## src/inc/hppi_defs.vh

```
// constants for the hub port power and indicator pin block
`ifndef HPPI_DEFS_VH
`define HPPI_DEFS_VH

`define HPPI_NUM_PORTS 4

// ---------------------------------------------------------------
// register byte offsets
// ---------------------------------------------------------------
`define HPPI_ADDR_CTRL 12'h000
`define HPPI_ADDR_POLARITY 12'h004
`define HPPI_ADDR_STATUS 12'h008
`define HPPI_ADDR_MASK 12'h00C
`define HPPI_ADDR_STATE 12'h010
`define HPPI_ADDR_ENABLE 12'h014

// ---------------------------------------------------------------
// control fields
// ---------------------------------------------------------------
`define HPPI_CTRL_POWER_LSB 0
`define HPPI_CTRL_AMBER_LSB 4
`define HPPI_CTRL_GREEN_LSB 8
`define HPPI_CTRL_RESET 12'h000

// ---------------------------------------------------------------
// polarity fields: a set bit means the pin idles high (active low)
// ---------------------------------------------------------------
`define HPPI_POL_INDICATOR 0
`define HPPI_POL_OVERCURRENT 1
`define HPPI_POL_POWER 2
`define HPPI_POL_RESET 3'h7

// ---------------------------------------------------------------
// state fields and reset values
// ---------------------------------------------------------------
`define HPPI_STATE_OC_LSB 0
`define HPPI_STATE_POWER_LSB 4
`define HPPI_STATE_CFG_DONE 8
`define HPPI_STATUS_RESET 4'h0
`define HPPI_MASK_RESET 4'h0
`define HPPI_ENABLE_RESET 4'hF

`endif

```

## src/rtl/hppi_port.v

```verilog
// one downstream port: indicator, power switch and overcurrent pins
`timescale 1ns/100ps
`default_nettype none

module hppi_port (
    input wire clk_in,
    input wire rst_in,
    input wire power_req_in,
    input wire amber_req_in,
    input wire green_req_in,
    input wire pol_indicator_in,
    input wire pol_overcurrent_in,
    input wire pol_power_in,
    input wire drive_en_in,
    input wire overcurrent_pin_in,
    output reg amber_pin_out,
    output reg green_pin_out,
    output reg power_pin_out,
    output reg power_oe_out,
    output wire overcurrent_out,
    output wire overcurrent_event_out
);

    reg ovr_sample;
    reg ovr_prev;

    // ---------------------------------------------------------------
    // overcurrent sampling
    // ---------------------------------------------------------------
    // pin is synchronous, one register is enough
    assign overcurrent_out = ovr_sample ^ pol_overcurrent_in;
    assign overcurrent_event_out = overcurrent_out & ~ovr_prev;

    always @(posedge clk_in or posedge rst_in) begin
        if (rst_in) begin
            ovr_sample <= 1'b1;
            ovr_prev <= 1'b0;
        end else begin
            ovr_sample <= overcurrent_pin_in;
            ovr_prev <= overcurrent_out;
        end
    end

    // ---------------------------------------------------------------
    // output pins: request xor idle level, registered
    // ---------------------------------------------------------------
    always @(posedge clk_in or posedge rst_in) begin
        if (rst_in) begin
            amber_pin_out <= 1'b1;
            green_pin_out <= 1'b1;
            power_pin_out <= 1'b1;
            power_oe_out <= 1'b0;
        end else begin
            amber_pin_out <= amber_req_in ^ pol_indicator_in;
            green_pin_out <= green_req_in ^ pol_indicator_in;
            power_pin_out <= power_req_in ^ pol_power_in;
            power_oe_out <= drive_en_in;
        end
    end

endmodule

`default_nettype wire

```

## src/rtl/hppi_top.v

```verilog
// hub downstream port power, overcurrent and indicator pin logic
//
// The register offsets and register access over APB are this design's own decisions.
`timescale 1ns/100ps
`default_nettype none
`include "hppi_defs.vh"

module hppi_top (
    input wire SYS_CLK_IN,
    input wire RST_IN,
    input wire PSEL_IN,
    input wire PENABLE_IN,
    input wire PWRITE_IN,
    input wire [11:0] PADDR_IN,
    input wire [31:0] PWDATA_IN,
    output reg [31:0] PRDATA_OUT,
    output wire PREADY_OUT,
    output wire PSLVERR_OUT,
    output wire IRQ_OUT,
    input wire CFG_LOAD_IN,
    input wire [2:0] CFG_POLARITY_IN,
    input wire CFG_DONE_IN,
    input wire [3:0] PORT_OVERCURRENT_N_IN,
    output wire [3:0] PORT_AMBER_N_OUT,
    output wire [3:0] PORT_GREEN_N_OUT,
    output wire [3:0] PORT_POWER_ENABLE_N_OUT,
    output wire [3:0] PORT_POWER_ENABLE_N_OE_OUT
);

    reg [3:0] power_req;
    reg [3:0] amber_req;
    reg [3:0] green_req;
    reg [3:0] port_enable;
    reg [2:0] pol_staged;
    reg [2:0] pol_active;
    reg cfg_done;
    reg [3:0] status;
    reg [3:0] mask;
    reg [31:0] next_prdata;
    reg addr_ok;

    wire [3:0] oc_live;
    wire [3:0] oc_event;
    wire [3:0] power_drive;
    wire access;
    wire wr;
    wire rd;
    wire status_read;

    // ---------------------------------------------------------------
    // apb handshake
    // ---------------------------------------------------------------
    // zero wait states: every access ends in its first access cycle
    assign access = PSEL_IN & PENABLE_IN;
    assign wr = access & PWRITE_IN;
    // read setup cycle: data is latched and status cleared here
    assign rd = PSEL_IN & ~PENABLE_IN & ~PWRITE_IN;
    assign PREADY_OUT = 1'b1;
    assign PSLVERR_OUT = access & ~addr_ok;
    // clear where the data is latched, so an event landing between
    // capture and access is not lost
    assign status_read = rd & (PADDR_IN == `HPPI_ADDR_STATUS);

    always @* begin
        if (PADDR_IN == `HPPI_ADDR_CTRL) begin
            addr_ok = 1'b1;
        end else if (PADDR_IN == `HPPI_ADDR_POLARITY) begin
            addr_ok = 1'b1;
        end else if (PADDR_IN == `HPPI_ADDR_STATUS) begin
            addr_ok = 1'b1;
        end else if (PADDR_IN == `HPPI_ADDR_MASK) begin
            addr_ok = 1'b1;
        end else if (PADDR_IN == `HPPI_ADDR_STATE) begin
            addr_ok = 1'b1;
        end else if (PADDR_IN == `HPPI_ADDR_ENABLE) begin
            addr_ok = 1'b1;
        end else begin
            addr_ok = 1'b0;
        end
    end

    // ---------------------------------------------------------------
    // read data
    // ---------------------------------------------------------------
    always @* begin
        next_prdata = 32'h0000_0000;
        if (PADDR_IN == `HPPI_ADDR_CTRL) begin
            next_prdata[`HPPI_CTRL_POWER_LSB +: 4] = power_req;
            next_prdata[`HPPI_CTRL_AMBER_LSB +: 4] = amber_req;
            next_prdata[`HPPI_CTRL_GREEN_LSB +: 4] = green_req;
        end else if (PADDR_IN == `HPPI_ADDR_POLARITY) begin
            next_prdata[2:0] = pol_active;
        end else if (PADDR_IN == `HPPI_ADDR_STATUS) begin
            next_prdata[3:0] = status;
        end else if (PADDR_IN == `HPPI_ADDR_MASK) begin
            next_prdata[3:0] = mask;
        end else if (PADDR_IN == `HPPI_ADDR_STATE) begin
            next_prdata[`HPPI_STATE_OC_LSB +: 4] = oc_live;
            next_prdata[`HPPI_STATE_POWER_LSB +: 4] = power_drive;
            next_prdata[`HPPI_STATE_CFG_DONE] = cfg_done;
        end else if (PADDR_IN == `HPPI_ADDR_ENABLE) begin
            next_prdata[3:0] = port_enable;
        end else begin
            next_prdata = 32'h0000_0000;
        end
    end

    // read data is registered in the setup cycle so it stands in access
    always @(posedge SYS_CLK_IN or posedge RST_IN) begin
        if (RST_IN) begin
            PRDATA_OUT <= 32'h0000_0000;
        end else if (rd) begin
            PRDATA_OUT <= next_prdata;
        end
    end

    // ---------------------------------------------------------------
    // configuration load
    // ---------------------------------------------------------------
    // staged polarity is held back until the memory read is complete,
    // so pins never glitch through a half-loaded setting
    always @(posedge SYS_CLK_IN or posedge RST_IN) begin
        if (RST_IN) begin
            pol_staged <= `HPPI_POL_RESET;
            pol_active <= `HPPI_POL_RESET;
            cfg_done <= 1'b0;
        end else begin
            if (CFG_LOAD_IN & ~cfg_done) begin
                pol_staged <= CFG_POLARITY_IN;
            end
            if (CFG_DONE_IN & ~cfg_done) begin
                cfg_done <= 1'b1;
                pol_active <= pol_staged;
            end
        end
    end

    // ---------------------------------------------------------------
    // control registers
    // ---------------------------------------------------------------
    always @(posedge SYS_CLK_IN or posedge RST_IN) begin
        if (RST_IN) begin
            power_req <= 4'h0;
            amber_req <= 4'h0;
            green_req <= 4'h0;
            mask <= `HPPI_MASK_RESET;
            port_enable <= `HPPI_ENABLE_RESET;
        end else begin
            if (wr & (PADDR_IN == `HPPI_ADDR_CTRL)) begin
                power_req <= PWDATA_IN[`HPPI_CTRL_POWER_LSB +: 4] & ~oc_event;
                amber_req <= PWDATA_IN[`HPPI_CTRL_AMBER_LSB +: 4];
                green_req <= PWDATA_IN[`HPPI_CTRL_GREEN_LSB +: 4];
            end else begin
                // overcurrent drops port power at once
                power_req <= power_req & ~oc_event;
            end
            if (wr & (PADDR_IN == `HPPI_ADDR_MASK)) begin
                mask <= PWDATA_IN[3:0];
            end
            if (wr & (PADDR_IN == `HPPI_ADDR_ENABLE)) begin
                port_enable <= PWDATA_IN[3:0];
            end
        end
    end

    // ---------------------------------------------------------------
    // interrupt status
    // ---------------------------------------------------------------
    // a new event in the clearing read's cycle stays set
    always @(posedge SYS_CLK_IN or posedge RST_IN) begin
        if (RST_IN) begin
            status <= `HPPI_STATUS_RESET;
        end else if (status_read) begin
            status <= oc_event & port_enable;
        end else begin
            status <= status | (oc_event & port_enable);
        end
    end

    assign IRQ_OUT = |(status & mask);

    // ---------------------------------------------------------------
    // per-port pin logic
    // ---------------------------------------------------------------
    // power switch stays undriven until configuration is known;
    // disabled ports keep pins at idle and never raise events
    assign power_drive = port_enable & {4{cfg_done}};

    genvar gi;
    generate
        for (gi = 0; gi < `HPPI_NUM_PORTS; gi = gi + 1) begin : g_port
            hppi_port u_port (
                .clk_in(SYS_CLK_IN),
                .rst_in(RST_IN),
                .power_req_in(power_req[gi] & port_enable[gi]),
                .amber_req_in(amber_req[gi] & port_enable[gi]),
                .green_req_in(green_req[gi] & port_enable[gi]),
                .pol_indicator_in(pol_active[`HPPI_POL_INDICATOR]),
                .pol_overcurrent_in(pol_active[`HPPI_POL_OVERCURRENT]),
                .pol_power_in(pol_active[`HPPI_POL_POWER]),
                .drive_en_in(power_drive[gi]),
                .overcurrent_pin_in(PORT_OVERCURRENT_N_IN[gi]),
                .amber_pin_out(PORT_AMBER_N_OUT[gi]),
                .green_pin_out(PORT_GREEN_N_OUT[gi]),
                .power_pin_out(PORT_POWER_ENABLE_N_OUT[gi]),
                .power_oe_out(PORT_POWER_ENABLE_N_OE_OUT[gi]),
                .overcurrent_out(oc_live[gi]),
                .overcurrent_event_out(oc_event[gi])
            );
        end
    endgenerate

endmodule

`default_nettype wire

```

## config.mk

```make
export PLATFORM = sky130hd
export DESIGN_NAME = hppi_top
export DESIGN_NICKNAME = d
export VERILOG_FILES = /design/src/rtl/hppi_port.v /design/src/rtl/hppi_top.v
export VERILOG_INCLUDE_DIRS = /design/src /design/src/inc
export SDC_FILE = /design/constraint.sdc
export NUM_CORES = 1
export LEC_CHECK = 0
export ABC_CLOCK_PERIOD_IN_PS = 2840
export BUFFER_PORTS_ARGS = -buffer_cell sky130_fd_sc_hd__buf_2
export CORE_MARGIN = 2
export CORE_UTILIZATION = 40
export DETAILED_ROUTE_END_ITERATION = 10
export GPL_TIMING_DRIVEN = 0
export PLACE_DENSITY_LB_ADDON = 0.15
export SLEW_MARGIN = 5
export SYNTH_ARGS = -nofsm -noshare
export SYNTH_HDL_FRONTEND = slang
export SYNTH_SLANG_ARGS = --single-unit
```

## constraint.sdc

```tcl
create_clock -name SYS_CLK_IN -period 2.84 [get_ports SYS_CLK_IN]
set_clock_uncertainty 0.1 [all_clocks]
set_input_delay 0.426 -clock SYS_CLK_IN [delete_from_list [all_inputs] [get_ports SYS_CLK_IN]]
set_output_delay 0.426 -clock SYS_CLK_IN [all_outputs]
set_load 0.005 [all_outputs]
```

# Yosys cells after proc, flatten, opt, wreduce, memory -nomap -nowiden
# Index checks and enable logic that the tools add are counted.
# classes
eq_ne	5
bitwise_logic	58
mux	24
reduce_logical	2
# ops
operator	count
28-bit two-way mux	7
29-bit two-way mux	1
1-bit AND	27
12-bit by 4-bit equality test with 1-bit output, second input constant	2
12-bit by 5-bit equality test with 1-bit output, second input constant	2
23-bit two-way mux	1
4-bit AND	5
20-bit two-way mux	1
4-bit two-way mux	5
1-bit bitwise XOR	16
12-bit by 3-bit equality test with 1-bit output, second input constant	1
12-bit zero test	1
12-bit two-way mux	1
9-bit two-way mux	1
1-bit inverter	8
1-bit two-way mux	6
4-bit inverter	1
4-bit bitwise OR	1
4-bit OR reduction	1
3-bit two-way mux	1
# word_totals
register_bits	87
out_inout_bits	51
word_cells	123
inputBits	58

# Logic depth before layout (Yosys ltp)
# Gate-level depths: netlist of run 1.
# depth
word_depth	11
mapped_depth	6
ltp_nobuf	5

# By module
# From an unflattened synthesis of run 1, not the netlist that was laid out.
# unflattened
hier_cells	249
area_unflattened_um2	3054.2
# by_module_without_submodules
mod	area_each_um2	seq_area_each_um2	n_inst	cells_per_inst
hppi_top	2243.4	1088.5	1	201
hppi_port	202.7	155.1	4	12

# Least setup slack after synthesis of run 1
# No wires, ideal clock.
# synth_timing
path_type	input to output
startpoint	input PADDR_IN[7]
endpoint	output PSLVERR_OUT
required_time_ns	2.314
slack_ns	0.935
t_arrival_ns	1.379
path_buffers	0
cell_stages	4
cell_sequence	nor3_1 nand3_2 a21o_2 and3_1
# synth_between
elab_chain_len	9
word_cells_on_any_way	14
classes_between	eq/ne: 5; mux: 6; bitwise: 2; reduce/logical: 1
# synth_lines
element	line	source
start: declaration	hppi_top.v:14	input wire [11:0] PADDR_IN,
12-bit by 5-bit equality test with 1-bit output (no source line)	n/a	
1-bit two-way mux	hppi_top.v:75	end else if (PADDR_IN == `HPPI_ADDR_ENABLE) begin
1-bit two-way mux	hppi_top.v:73	end else if (PADDR_IN == `HPPI_ADDR_STATE) begin
1-bit two-way mux	hppi_top.v:71	end else if (PADDR_IN == `HPPI_ADDR_MASK) begin
1-bit two-way mux	hppi_top.v:69	end else if (PADDR_IN == `HPPI_ADDR_STATUS) begin
1-bit two-way mux	hppi_top.v:67	end else if (PADDR_IN == `HPPI_ADDR_POLARITY) begin
1-bit two-way mux *	hppi_top.v:65	if (PADDR_IN == `HPPI_ADDR_CTRL) begin
1-bit inverter *	hppi_top.v:59	assign PSLVERR_OUT = access & ~addr_ok;
1-bit AND *	hppi_top.v:59	
end: declaration	hppi_top.v:18	output wire PSLVERR_OUT,
# Every way passes the cells marked *; elsewhere a longest branch is shown, timed or not.

# Worst setup path after layout of run 1
# Same ends and word-level chain as after synthesis.

==> impl_summary.md, run 1 <==
Floorplan
After floorplanning, the core was sized to cover 0.00781 mm². The effective utilization at floorplan is 41.6%. The number of top-level design ports is 109. The die covers 0.00885 mm².

The horizontal die dimension is 94.1 µm. The number of placement rows is 32. Measured along the y axis, the die boundary spans 94.1 µm.

Route
Dividing the detail-routed wire length by the instance count gives 13.7 µm. In this run the remaining antenna-violating nets after routing total 0. After detailed routing, the number of remaining DRC violations is 0. The number of iterations in the first detailed-routing pass is 4. The via count is 2142. The via density per instance is 4.50. For this block, the initial DRC count from the detailed router was 67.

For this block, the routed nets add up to 6520 µm of wire.

Global route
The via count of the first global-routing pass is 2083. Entering global routing, the biggest net connects 68 pins. The residual overflow from global routing is 0.

The first-pass GRT wire length is 10600 µm. The number of antenna violations at the first check in global routing is 0. The all-layer global routing usage is 15.8%.

Setup path
Together, buffers and inverters on the worst path number 2. The data required time at the worst endpoint is 2.31 ns. The largest single stage delay on the critical path is 0.35 ns. Data on the critical path arrives at its endpoint at 1.72 ns. The worst setup path is launched from an input pin. The cell family with the largest share of critical-path delay is simple AND/OR/NAND/NOR gates. STA classifies the critical path endpoint as an output port. The slowest cell on the critical path is sky130_fd_sc_hd__nor3_1. The type of the worst setup path is input pin to output port. The signal on the critical path passes through buf_2, nor3_1, nand3_2, a21o_2, and3_1, buf_2.

The maximum fanout along the worst path is 6. The most numerous cell type found on the critical path is sky130_fd_sc_hd__buf_2.

Clock tree
Clock latency on the worst-skew pair, taken at its later pin, is 0.33 ns. No sink is reached through more buffers than the 2 on the longest clock path. TritonCTS built the clock tree. Clock-pin slew was measured on the worst setup and hold paths at 0.07 ns. Counting every sink on the clock net gives 67. The number of clock buffers inserted by TritonCTS is 9. The number of buffers inserted for hold repair after clock tree synthesis is 0. The number of setup buffers added after CTS is 0.

The clock tree synthesis step divided the H-tree into 3 levels. The count of cells resized by post-cts repair is 0. The library cell used as clock root buffer is sky130_fd_sc_hd__clkbuf_8.

Logic synthesis
Summing every instance area after synthesis gives 0.00324 mm². The distinct cell type count of the synthesized netlist is 47. In this run the mean area of a mapped cell was 11.9 µm². The cell count after synthesis is 273. The count of state elements after synthesis is 67.

The number of flops mapped to enable cells by yosys is 0. The async set-or-reset flop fraction in the synthesized netlist is 100%. The Yosys step of the flow raised 0 warnings. The most used flip-flop cell after synthesis is sky130_fd_sc_hd__dfrtp_1. Summing the sequential cell areas from Yosys gives 52.7% of the chip area.

Placement
Routability-driven placement finished with a final weighted congestion of 0.813. Port buffering added 66 buffers. Detailed placement finished with a half-perimeter wire length of 4730 µm.

Timing
Measured against its own limit, the worst slew margin works out to 45.8%. The accumulated negative setup slack is 0 ns. The fraction of the cycle the final worst path needs is 79.0%. For the pin with the worst max-slew slack, the measured transition is 0.813 ns. The achievable frequency is 446 MHz. The final hold slack is 0.0854 ns. The final setup violation count is 0. The final hold violation count was 0. Setup repair after global routing left no endpoint under its margin. The number of pins exceeding their max-slew limit in the final report is 0. For the finished layout, the period the worst path requires is 2.24 ns.

Hold path
The min-delay analysis places its worst path in the category input pin to flop.

Cells and area
The fraction of final layout cells sized beyond drive strength 1 is 49.5%. The library cell used most frequently in the layout, excluding fill and tap cells, is sky130_fd_sc_hd__buf_2. The area occupied by multi-input gates is 0.00124 mm². The layout-stage area growth over the synthesis result is 24.1%.

The number of antenna diodes in the final layout is 0. The number of inserted filler cells in the final layout is 706. The final layout contains 427 nets.

In the layout the commonest cells are sky130_fd_sc_hd__buf_2, sky130_fd_sc_hd__dfrtp_1, sky130_fd_sc_hd__buf_4, sky130_fd_sc_hd__dfstp_2. Summing all flip-flop and latch instances after layout gives 0.00171 mm².

Pwr
The worst-case vdd ir drop is 230 µV. The power density normalized to cell area is 547 mW/mm². In this run the static leakage power is 1.95 nW.

Run status
The run finished with clean final reports.

Run
Max-cap violations in this run came to 0.
## through the flow
| stage | utilization [%] | worst slack (ns) | total power [mW] | instance area [µm²] | cells |
|---|---|---|---|---|---|
| after floorplan | - | 0.674 | 1.17 | 3320 | 292 |
| after global placement | 48.3 | -0.162 | 1.24 | 3770 | 460 |
| after detailed placement | 48.4 | 0.578 | 1.24 | 3780 | 460 |
| after CTS | 51.6 | 0.592 | 2.22 | 4030 | 476 |
| after global routing | 51.6 | 0.523 | 2.30 | 4030 | 476 |
| final | 51.6 | 0.596 | 2.20 | 4030 | 476 |
## power by group
group / internal [mW] / switching, mW / leakage (nW)
clock network: 0.607 / 0.371 / 0.115
registers: 1.01 / 0.0125 / 0.811
logic: 0.101 / 0.105 / 1.02
## final timing paths
check	start	end	slack, ns	cells after the start
worst max-delay path	PADDR_IN[7]	PSLVERR_OUT	0.60	6
worst min-delay path	PORT_OVERCURRENT_N_IN[0]	g_port[0].u_port.ovr_sample	0.09	1
worst max register to register	pol_active[1]	PRDATA_OUT[0]	0.99	5
worst min register to register	PRDATA_OUT[8]	PRDATA_OUT[8]	0.40	1
max in group asynchronous	RST_IN	power_req[3]	1.95	2
min in group asynchronous	RST_IN	g_port[1].u_port.power_oe_out	0.13	2
## layout make-up
class	instances	share of cell area [%]
Buffer	47	8.30
Clock buffer	10	3.42
Clock inverter	6	2.80
Inverter	8	0.808
Multi-Input combinational cell	170	30.9
Sequential cell	67	42.4
Tap cell	102	3.17
Timing Repair Buffer	66	8.20
## routing by layer
layer	GRT usage, %	routed length [µm]	vias to the layer above
li1	-	-	1080
met1	22.6	3060	996
met2	23.9	3100	56
met3	3.45	285	10
met4	5.07	86	0
met5	0	0	-
## registers in the layout, indices dropped and copies added, names as in the netlist, 4 cells and up
name,cells
amber_req,4
power_req,4
g_port.u_port.power_pin_out,4
g_port.u_port.power_oe_out,4
g_port.u_port.amber_pin_out,4
status,4
g_port.u_port.ovr_sample,4
mask,4
PRDATA_OUT,12
g_port.u_port.green_pin_out,4
port_enable,4
green_req,4
g_port.u_port.ovr_prev,4
## cells in the mapped netlist, types with 2 or more instances
| library cell | number | share of area, % |
|---|---|---|
| sky130_fd_sc_hd__xnor2_1 | 13 | 3.5 |
| sky130_fd_sc_hd__nor2_1 | 7 | 0.81 |
| sky130_fd_sc_hd__a221o_1 | 9 | 2.8 |
| sky130_fd_sc_hd__xor2_1 | 2 | 0.54 |
| sky130_fd_sc_hd__o211ai_1 | 2 | 0.46 |
| sky130_fd_sc_hd__nand4_1 | 2 | 0.39 |
| sky130_fd_sc_hd__o2bb2ai_1 | 2 | 0.54 |
| sky130_fd_sc_hd__inv_1 | 8 | 0.93 |
| sky130_fd_sc_hd__mux2_2 | 22 | 7.6 |
| sky130_fd_sc_hd__buf_2 | 3 | 0.46 |
| sky130_fd_sc_hd__nand3_1 | 3 | 0.46 |
| sky130_fd_sc_hd__and2_1 | 6 | 1.2 |
| sky130_fd_sc_hd__nor3_1 | 2 | 0.31 |
| sky130_fd_sc_hd__and2_0 | 4 | 0.77 |
| sky130_fd_sc_hd__nor2b_1 | 5 | 0.96 |
| sky130_fd_sc_hd__nor4_4 | 2 | 1.3 |
| sky130_fd_sc_hd__or2_2 | 2 | 0.39 |
| sky130_fd_sc_hd__dfstp_2 | 26 | 21 |
| sky130_fd_sc_hd__nand2_1 | 22 | 2.5 |
| sky130_fd_sc_hd__o21ai_0 | 5 | 0.77 |
| sky130_fd_sc_hd__a22oi_1 | 3 | 0.69 |
| sky130_fd_sc_hd__nand2b_1 | 6 | 1.2 |
| sky130_fd_sc_hd__buf_4 | 39 | 9.0 |
| sky130_fd_sc_hd__clkbuf_1 | 4 | 0.46 |
| sky130_fd_sc_hd__dfrtp_1 | 41 | 32 |
| sky130_fd_sc_hd__nor3_4 | 2 | 1.0 |
| sky130_fd_sc_hd__conb_1 | 2 | 0.23 |
| sky130_fd_sc_hd__a22o_1 | 5 | 1.3 |
| sky130_fd_sc_hd__mux2i_1 | 6 | 1.9 |
## logic make-up after synthesis
group	synth area share [%]
AND/OR/NAND/NOR	13.0
flip-flops	52.7
buffers and inverters	11.2
AO/OA/AOI/OAI	8.79
multiplexers	9.49
XOR/XNOR	4.55
other	0.231
(Power assumes the default switching activity.)
==> inputs of run 2 (changes only) <==
--- a/config.mk
+++ b/config.mk
@@ -6,7 +6,8 @@
 export SDC_FILE = /design/constraint.sdc
 export NUM_CORES = 1
 export LEC_CHECK = 0
-export ABC_CLOCK_PERIOD_IN_PS = 2840
+export ABC_AREA = 1
+export ABC_CLOCK_PERIOD_IN_PS = 2350
 export BUFFER_PORTS_ARGS = -buffer_cell sky130_fd_sc_hd__buf_2
 export CORE_MARGIN = 2
 export CORE_UTILIZATION = 40
==> constraint.sdc (replaced) <==
create_clock -name SYS_CLK_IN -period 2.35 [get_ports SYS_CLK_IN]
set_clock_uncertainty 0.1 [all_clocks]
set_input_delay 0.3525 -clock SYS_CLK_IN [delete_from_list [all_inputs] [get_ports SYS_CLK_IN]]
set_output_delay 0.3525 -clock SYS_CLK_IN [all_outputs]
set_load 0.005 [all_outputs]
==> impl_summary.md, run 2 <==
Floorplan
The area inside the core boundary is 0.00826 mm² (was 0.00781 mm²). The number of top-level design ports was 109 (unchanged). The horizontal die dimension is 96.3 µm (was 94.1 µm). The die area is 0.00928 mm² (was 0.00885 mm²). The floorplan die height is 96.3 µm (was 94.1 µm). The effective utilization at floorplan is 41.3% (was 41.6%).

The number of placement rows is 33 (was 32).

Logic synthesis
Top cells by area, synth: sky130_fd_sc_hd__dfrtp_1, sky130_fd_sc_hd__dfstp_2, sky130_fd_sc_hd__buf_4 (unchanged). The mean instance size in the synthesized netlist is 9.12 µm² (was 11.9 µm²). The library cell with the largest summed area after synthesis is sky130_fd_sc_hd__dfrtp_1 (unchanged). The distinct cell type count of the synthesized netlist is 36 (was 47).

The number of flops mapped to enable cells by yosys was 0 (unchanged). Synth top cells by count: sky130_fd_sc_hd__nand2_1, sky130_fd_sc_hd__dfrtp_1, sky130_fd_sc_hd__inv_1 (was sky130_fd_sc_hd__dfrtp_1, sky130_fd_sc_hd__buf_4, sky130_fd_sc_hd__dfstp_2). The most frequent cell after synthesis was sky130_fd_sc_hd__nand2_1 (was sky130_fd_sc_hd__dfrtp_1).

The async set-or-reset flop fraction in the synthesized netlist came to 100% (unchanged). The share of the yosys chip area belonging to registers is 50.1% (was 52.7%). The count of state elements after synthesis is 67 (unchanged).

The share of the synthesized area in the top cell type came to 30.1% (was 31.6%). The area of the mapped netlist was 0.00341 mm² (was 0.00324 mm²). The cell count after synthesis is 374 (was 273).

The total of warnings raised by yosys is 0 (unchanged). The most instantiated flip-flop cell in the synthesis netlist is sky130_fd_sc_hd__dfrtp_1 (unchanged).

Global route
The first-pass GRT wire length came to 11900 µm (was 10600 µm). The pin count of the biggest net entering global routing is 68 (unchanged). The residual overflow from global routing was 0 (unchanged). The via count of the first global-routing pass came to 2502 (was 2083).

The all-layer global routing usage came to 17.4% (was 15.8%). The number of antenna violations at the first check in global routing came to 0 (unchanged).

Cells and area
The flip-flop count of the largest register, all copies and words added is 12 (unchanged). The fraction of final layout cells sized beyond drive strength 1 is 38.8% (was 49.5%). The number of nets in the layout is 533 (was 427). The most flop-heavy register is PRDATA_OUT (unchanged).

The leading cell type in the layout, fill and taps excluded is sky130_fd_sc_hd__nand2_1 (was sky130_fd_sc_hd__buf_2). The post-layout instance count excluding filler cells is 585 (was 476). The layout-stage area growth over the synthesis result was 24.3% (was 24.1%).

Top library cells by usage in the layout, fill and taps aside: sky130_fd_sc_hd__nand2_1, sky130_fd_sc_hd__buf_2, sky130_fd_sc_hd__dfrtp_1, sky130_fd_sc_hd__inv_1, sky130_fd_sc_hd__buf_4 (was sky130_fd_sc_hd__buf_2, sky130_fd_sc_hd__dfrtp_1, sky130_fd_sc_hd__buf_4, sky130_fd_sc_hd__dfstp_2). The antenna diode count is 0 (unchanged).

Clock tree
The clock transition at the register clock pins on the worst setup and hold paths after CTS is 0.08 ns (was 0.07 ns). The number of buffers inserted for hold repair after clock tree synthesis is 4 (was 0). The number of sinks driven by the clock tree came to 67 (unchanged). The count of cells resized by post-cts repair was 0 (unchanged). The number of clock buffers inserted by TritonCTS came to 9 (unchanged). The buffers inserted during post-CTS setup optimization is 0 (unchanged). The level count of the clock H-tree came to 3 (unchanged). The library cell used as clock root buffer was sky130_fd_sc_hd__clkbuf_8 (unchanged). The clock tree from TritonCTS is yes (unchanged). The buffer levels on the longest clock path came to 2 (unchanged). The clock latency on the worst-skew pair is 0.34 ns (was 0.33 ns).

Timing
The final critical delay including setup and external delays is 1.76 ns. The accumulated negative setup slack is 0 ns (unchanged). Unrepaired setup endpoints after global routing: false (unchanged). The final setup violation count is 0 (unchanged). The number of pins exceeding their max-slew limit in the final report was 0 (unchanged).

The remaining max-slew budget at the tightest pin is 47.9% (was 45.8%). The achievable frequency is 569 MHz. The final hold violation count is 0 (unchanged).

The measured slew at the worst slew-check pin is 0.782 ns (was 0.813 ns). Of the available clock period, the critical path in the final layout requires 74.8%.

Setup path
The setup slack of the most critical reg-to-reg path is 0.75 ns (was 0.99 ns). The worst setup path startpoint is PADDR_IN[9] (was PADDR_IN[7]). The type of the worst setup path is input pin to output port (unchanged). The reg-to-reg endpoint is PRDATA_OUT[3] (was PRDATA_OUT[0]). The endpoint class of the critical path was an output port (unchanged). The endpoint of the worst setup timing path was PSLVERR_OUT (unchanged). The reg-to-reg startpoint was pol_active[1] (unchanged). The data required time at the worst endpoint is 1.90 ns (was 2.31 ns). The number of cells on the critical path came to 7 (was 6). The maximum fanout along the worst path is 7 (was 6). The depth of the worst register-to-register path is 6 (was 5).

The most common cell type on the critical path is sky130_fd_sc_hd__buf_2 (unchanged). The slowest cell on the critical path is sky130_fd_sc_hd__nor2_4 (was sky130_fd_sc_hd__nor3_1). The cell family with the largest share of critical-path delay is simple AND/OR/NAND/NOR gates (unchanged). Worst-path cell chain: buf_2, nor2_2, nand2_4, nor2_4, o211ai_1, o2111a_1, buf_2 (was buf_2, nor3_1, nand3_2, a21o_2, and3_1, buf_2).

The arrival time at the worst endpoint is 1.31 ns (was 1.72 ns). The critical path launch point type is an input pin (unchanged). The buffers plus inverters on the worst setup path is 2 (unchanged). The delay of the slowest cell on the worst path came to 0.23 ns (was 0.35 ns).

Route
The initial detailed-routing violation count came to 147 (was 67). The via count was 2567 (was 2142). The average routed wire per standard cell came to 12.5 µm (was 13.7 µm).

The number of nets with antenna violations after detailed routing came to 0 (unchanged). The DRC violation count after routing is 0 (unchanged). The via density per instance was 4.39 (was 4.50). The number of iterations in the first detailed-routing pass was 5 (was 4). The total length of routed wires is 7290 µm (was 6520 µm).

Pwr
The leakage power of the design is 2.24 nW (was 1.95 nW). The power density normalized to cell area came to 605 mW/mm² (was 547 mW/mm²). The worst-case vdd ir drop is 280 µV (was 230 µV).

Hold path
The classification of the worst-slack hold path was input pin to async pin (was input pin to flop).

Placement
The total of buffers placed on input and output ports is 67 (was 66). The number of placed instances with taps included is 565 (was 460). The placer congestion estimate is 0.877 (was 0.813). The final HPWL from detailed placement came to 5360 µm (was 4730 µm).

Run status
Result of the run: completed (unchanged).

Run
The count of maximum capacitance violations was 0 (unchanged).
run 2: per-layer routing:
metal | vias to the layer above | part of all wire, % | track usage [%]
li1 | 1317 | - | -
met1 | 1153 | 44 | 22.4
met2 | 82 | 47 | 28.6
met3 | 15 | 6.7 | 3.29
met4 | 0 | 1.9 | 7.16
met5 | - | 0 | 0
run 2: how the worst min path moves through the flow:
stage,startpoint,end,slack [ns],depth (start not counted)
global route,RST_IN,amber_req[2],0.12,2
CTS,RST_IN,amber_req[2],0.09,2
global placement,PORT_OVERCURRENT_N_IN[2],g_port[2].u_port.ovr_sample,0.36,1
finish,RST_IN,amber_req[2],0.05,2
detailed placement,PORT_OVERCURRENT_N_IN[1],g_port[1].u_port.ovr_sample,0.36,1
floorplan,PORT_OVERCURRENT_N_IN[0],g_port[0].u_port.ovr_sample,0.26,0
run 2: logic make-up after synthesis:
kind of cell,share of synthesized area (%)
compound gates,8.48
xor+xnor,4.11
buf+inv,15.0
flops,50.1
mux,2.64
other cells,0.220
simple gates,19.4
run 2: cell type report:
class | count | area [µm²]
well taps | 105 | 131
plain buffers | 46 | 329
inverters | 47 | 184
repair buffers | 71 | 375
fillers | 791 | 4020
clock buffers | 9 | 124
clock inverters | 7 | 124
multi-input cells | 233 | 1260
flip-flops and latches | 67 | 1710
run 2: where the power goes:
group / switching, mW / internal (mW) / leakage (nW)
clock: 0.474 / 0.712 / 0.120
sequential: 0.0117 / 1.18 / 0.749
combinational: 0.102 / 0.0844 / 1.37
total: 0.588 / 1.98 / 2.24
run 2: metrics by stage:
step	utilization, %	worst slack, ns	power, mW	hold WS (ns)	instance area [µm²]
after detailed placement	47.8	0.582	1.40	0.359	3950
final	51.3	0.592	2.57	0.0502	4240
after global placement	47.8	-0.537	1.39	0.357	3950
after floorplan	-	0.257	1.32	0.257	3480
after CTS	51.3	0.581	2.59	0.0865	4240
after global routing	51.3	0.526	2.67	0.122	4240
run 2: worst reg2reg max path: stages, from the launching register on:
cell and delay (ns):
sky130_fd_sc_hd__dfstp_2 0.51, sky130_fd_sc_hd__buf_2 0.18, sky130_fd_sc_hd__xor2_1 0.28, sky130_fd_sc_hd__nand3_1 0.11, sky130_fd_sc_hd__nand2_1 0.07, sky130_fd_sc_hd__o21ai_0 0.12, sky130_fd_sc_hd__a21boi_1 0.15
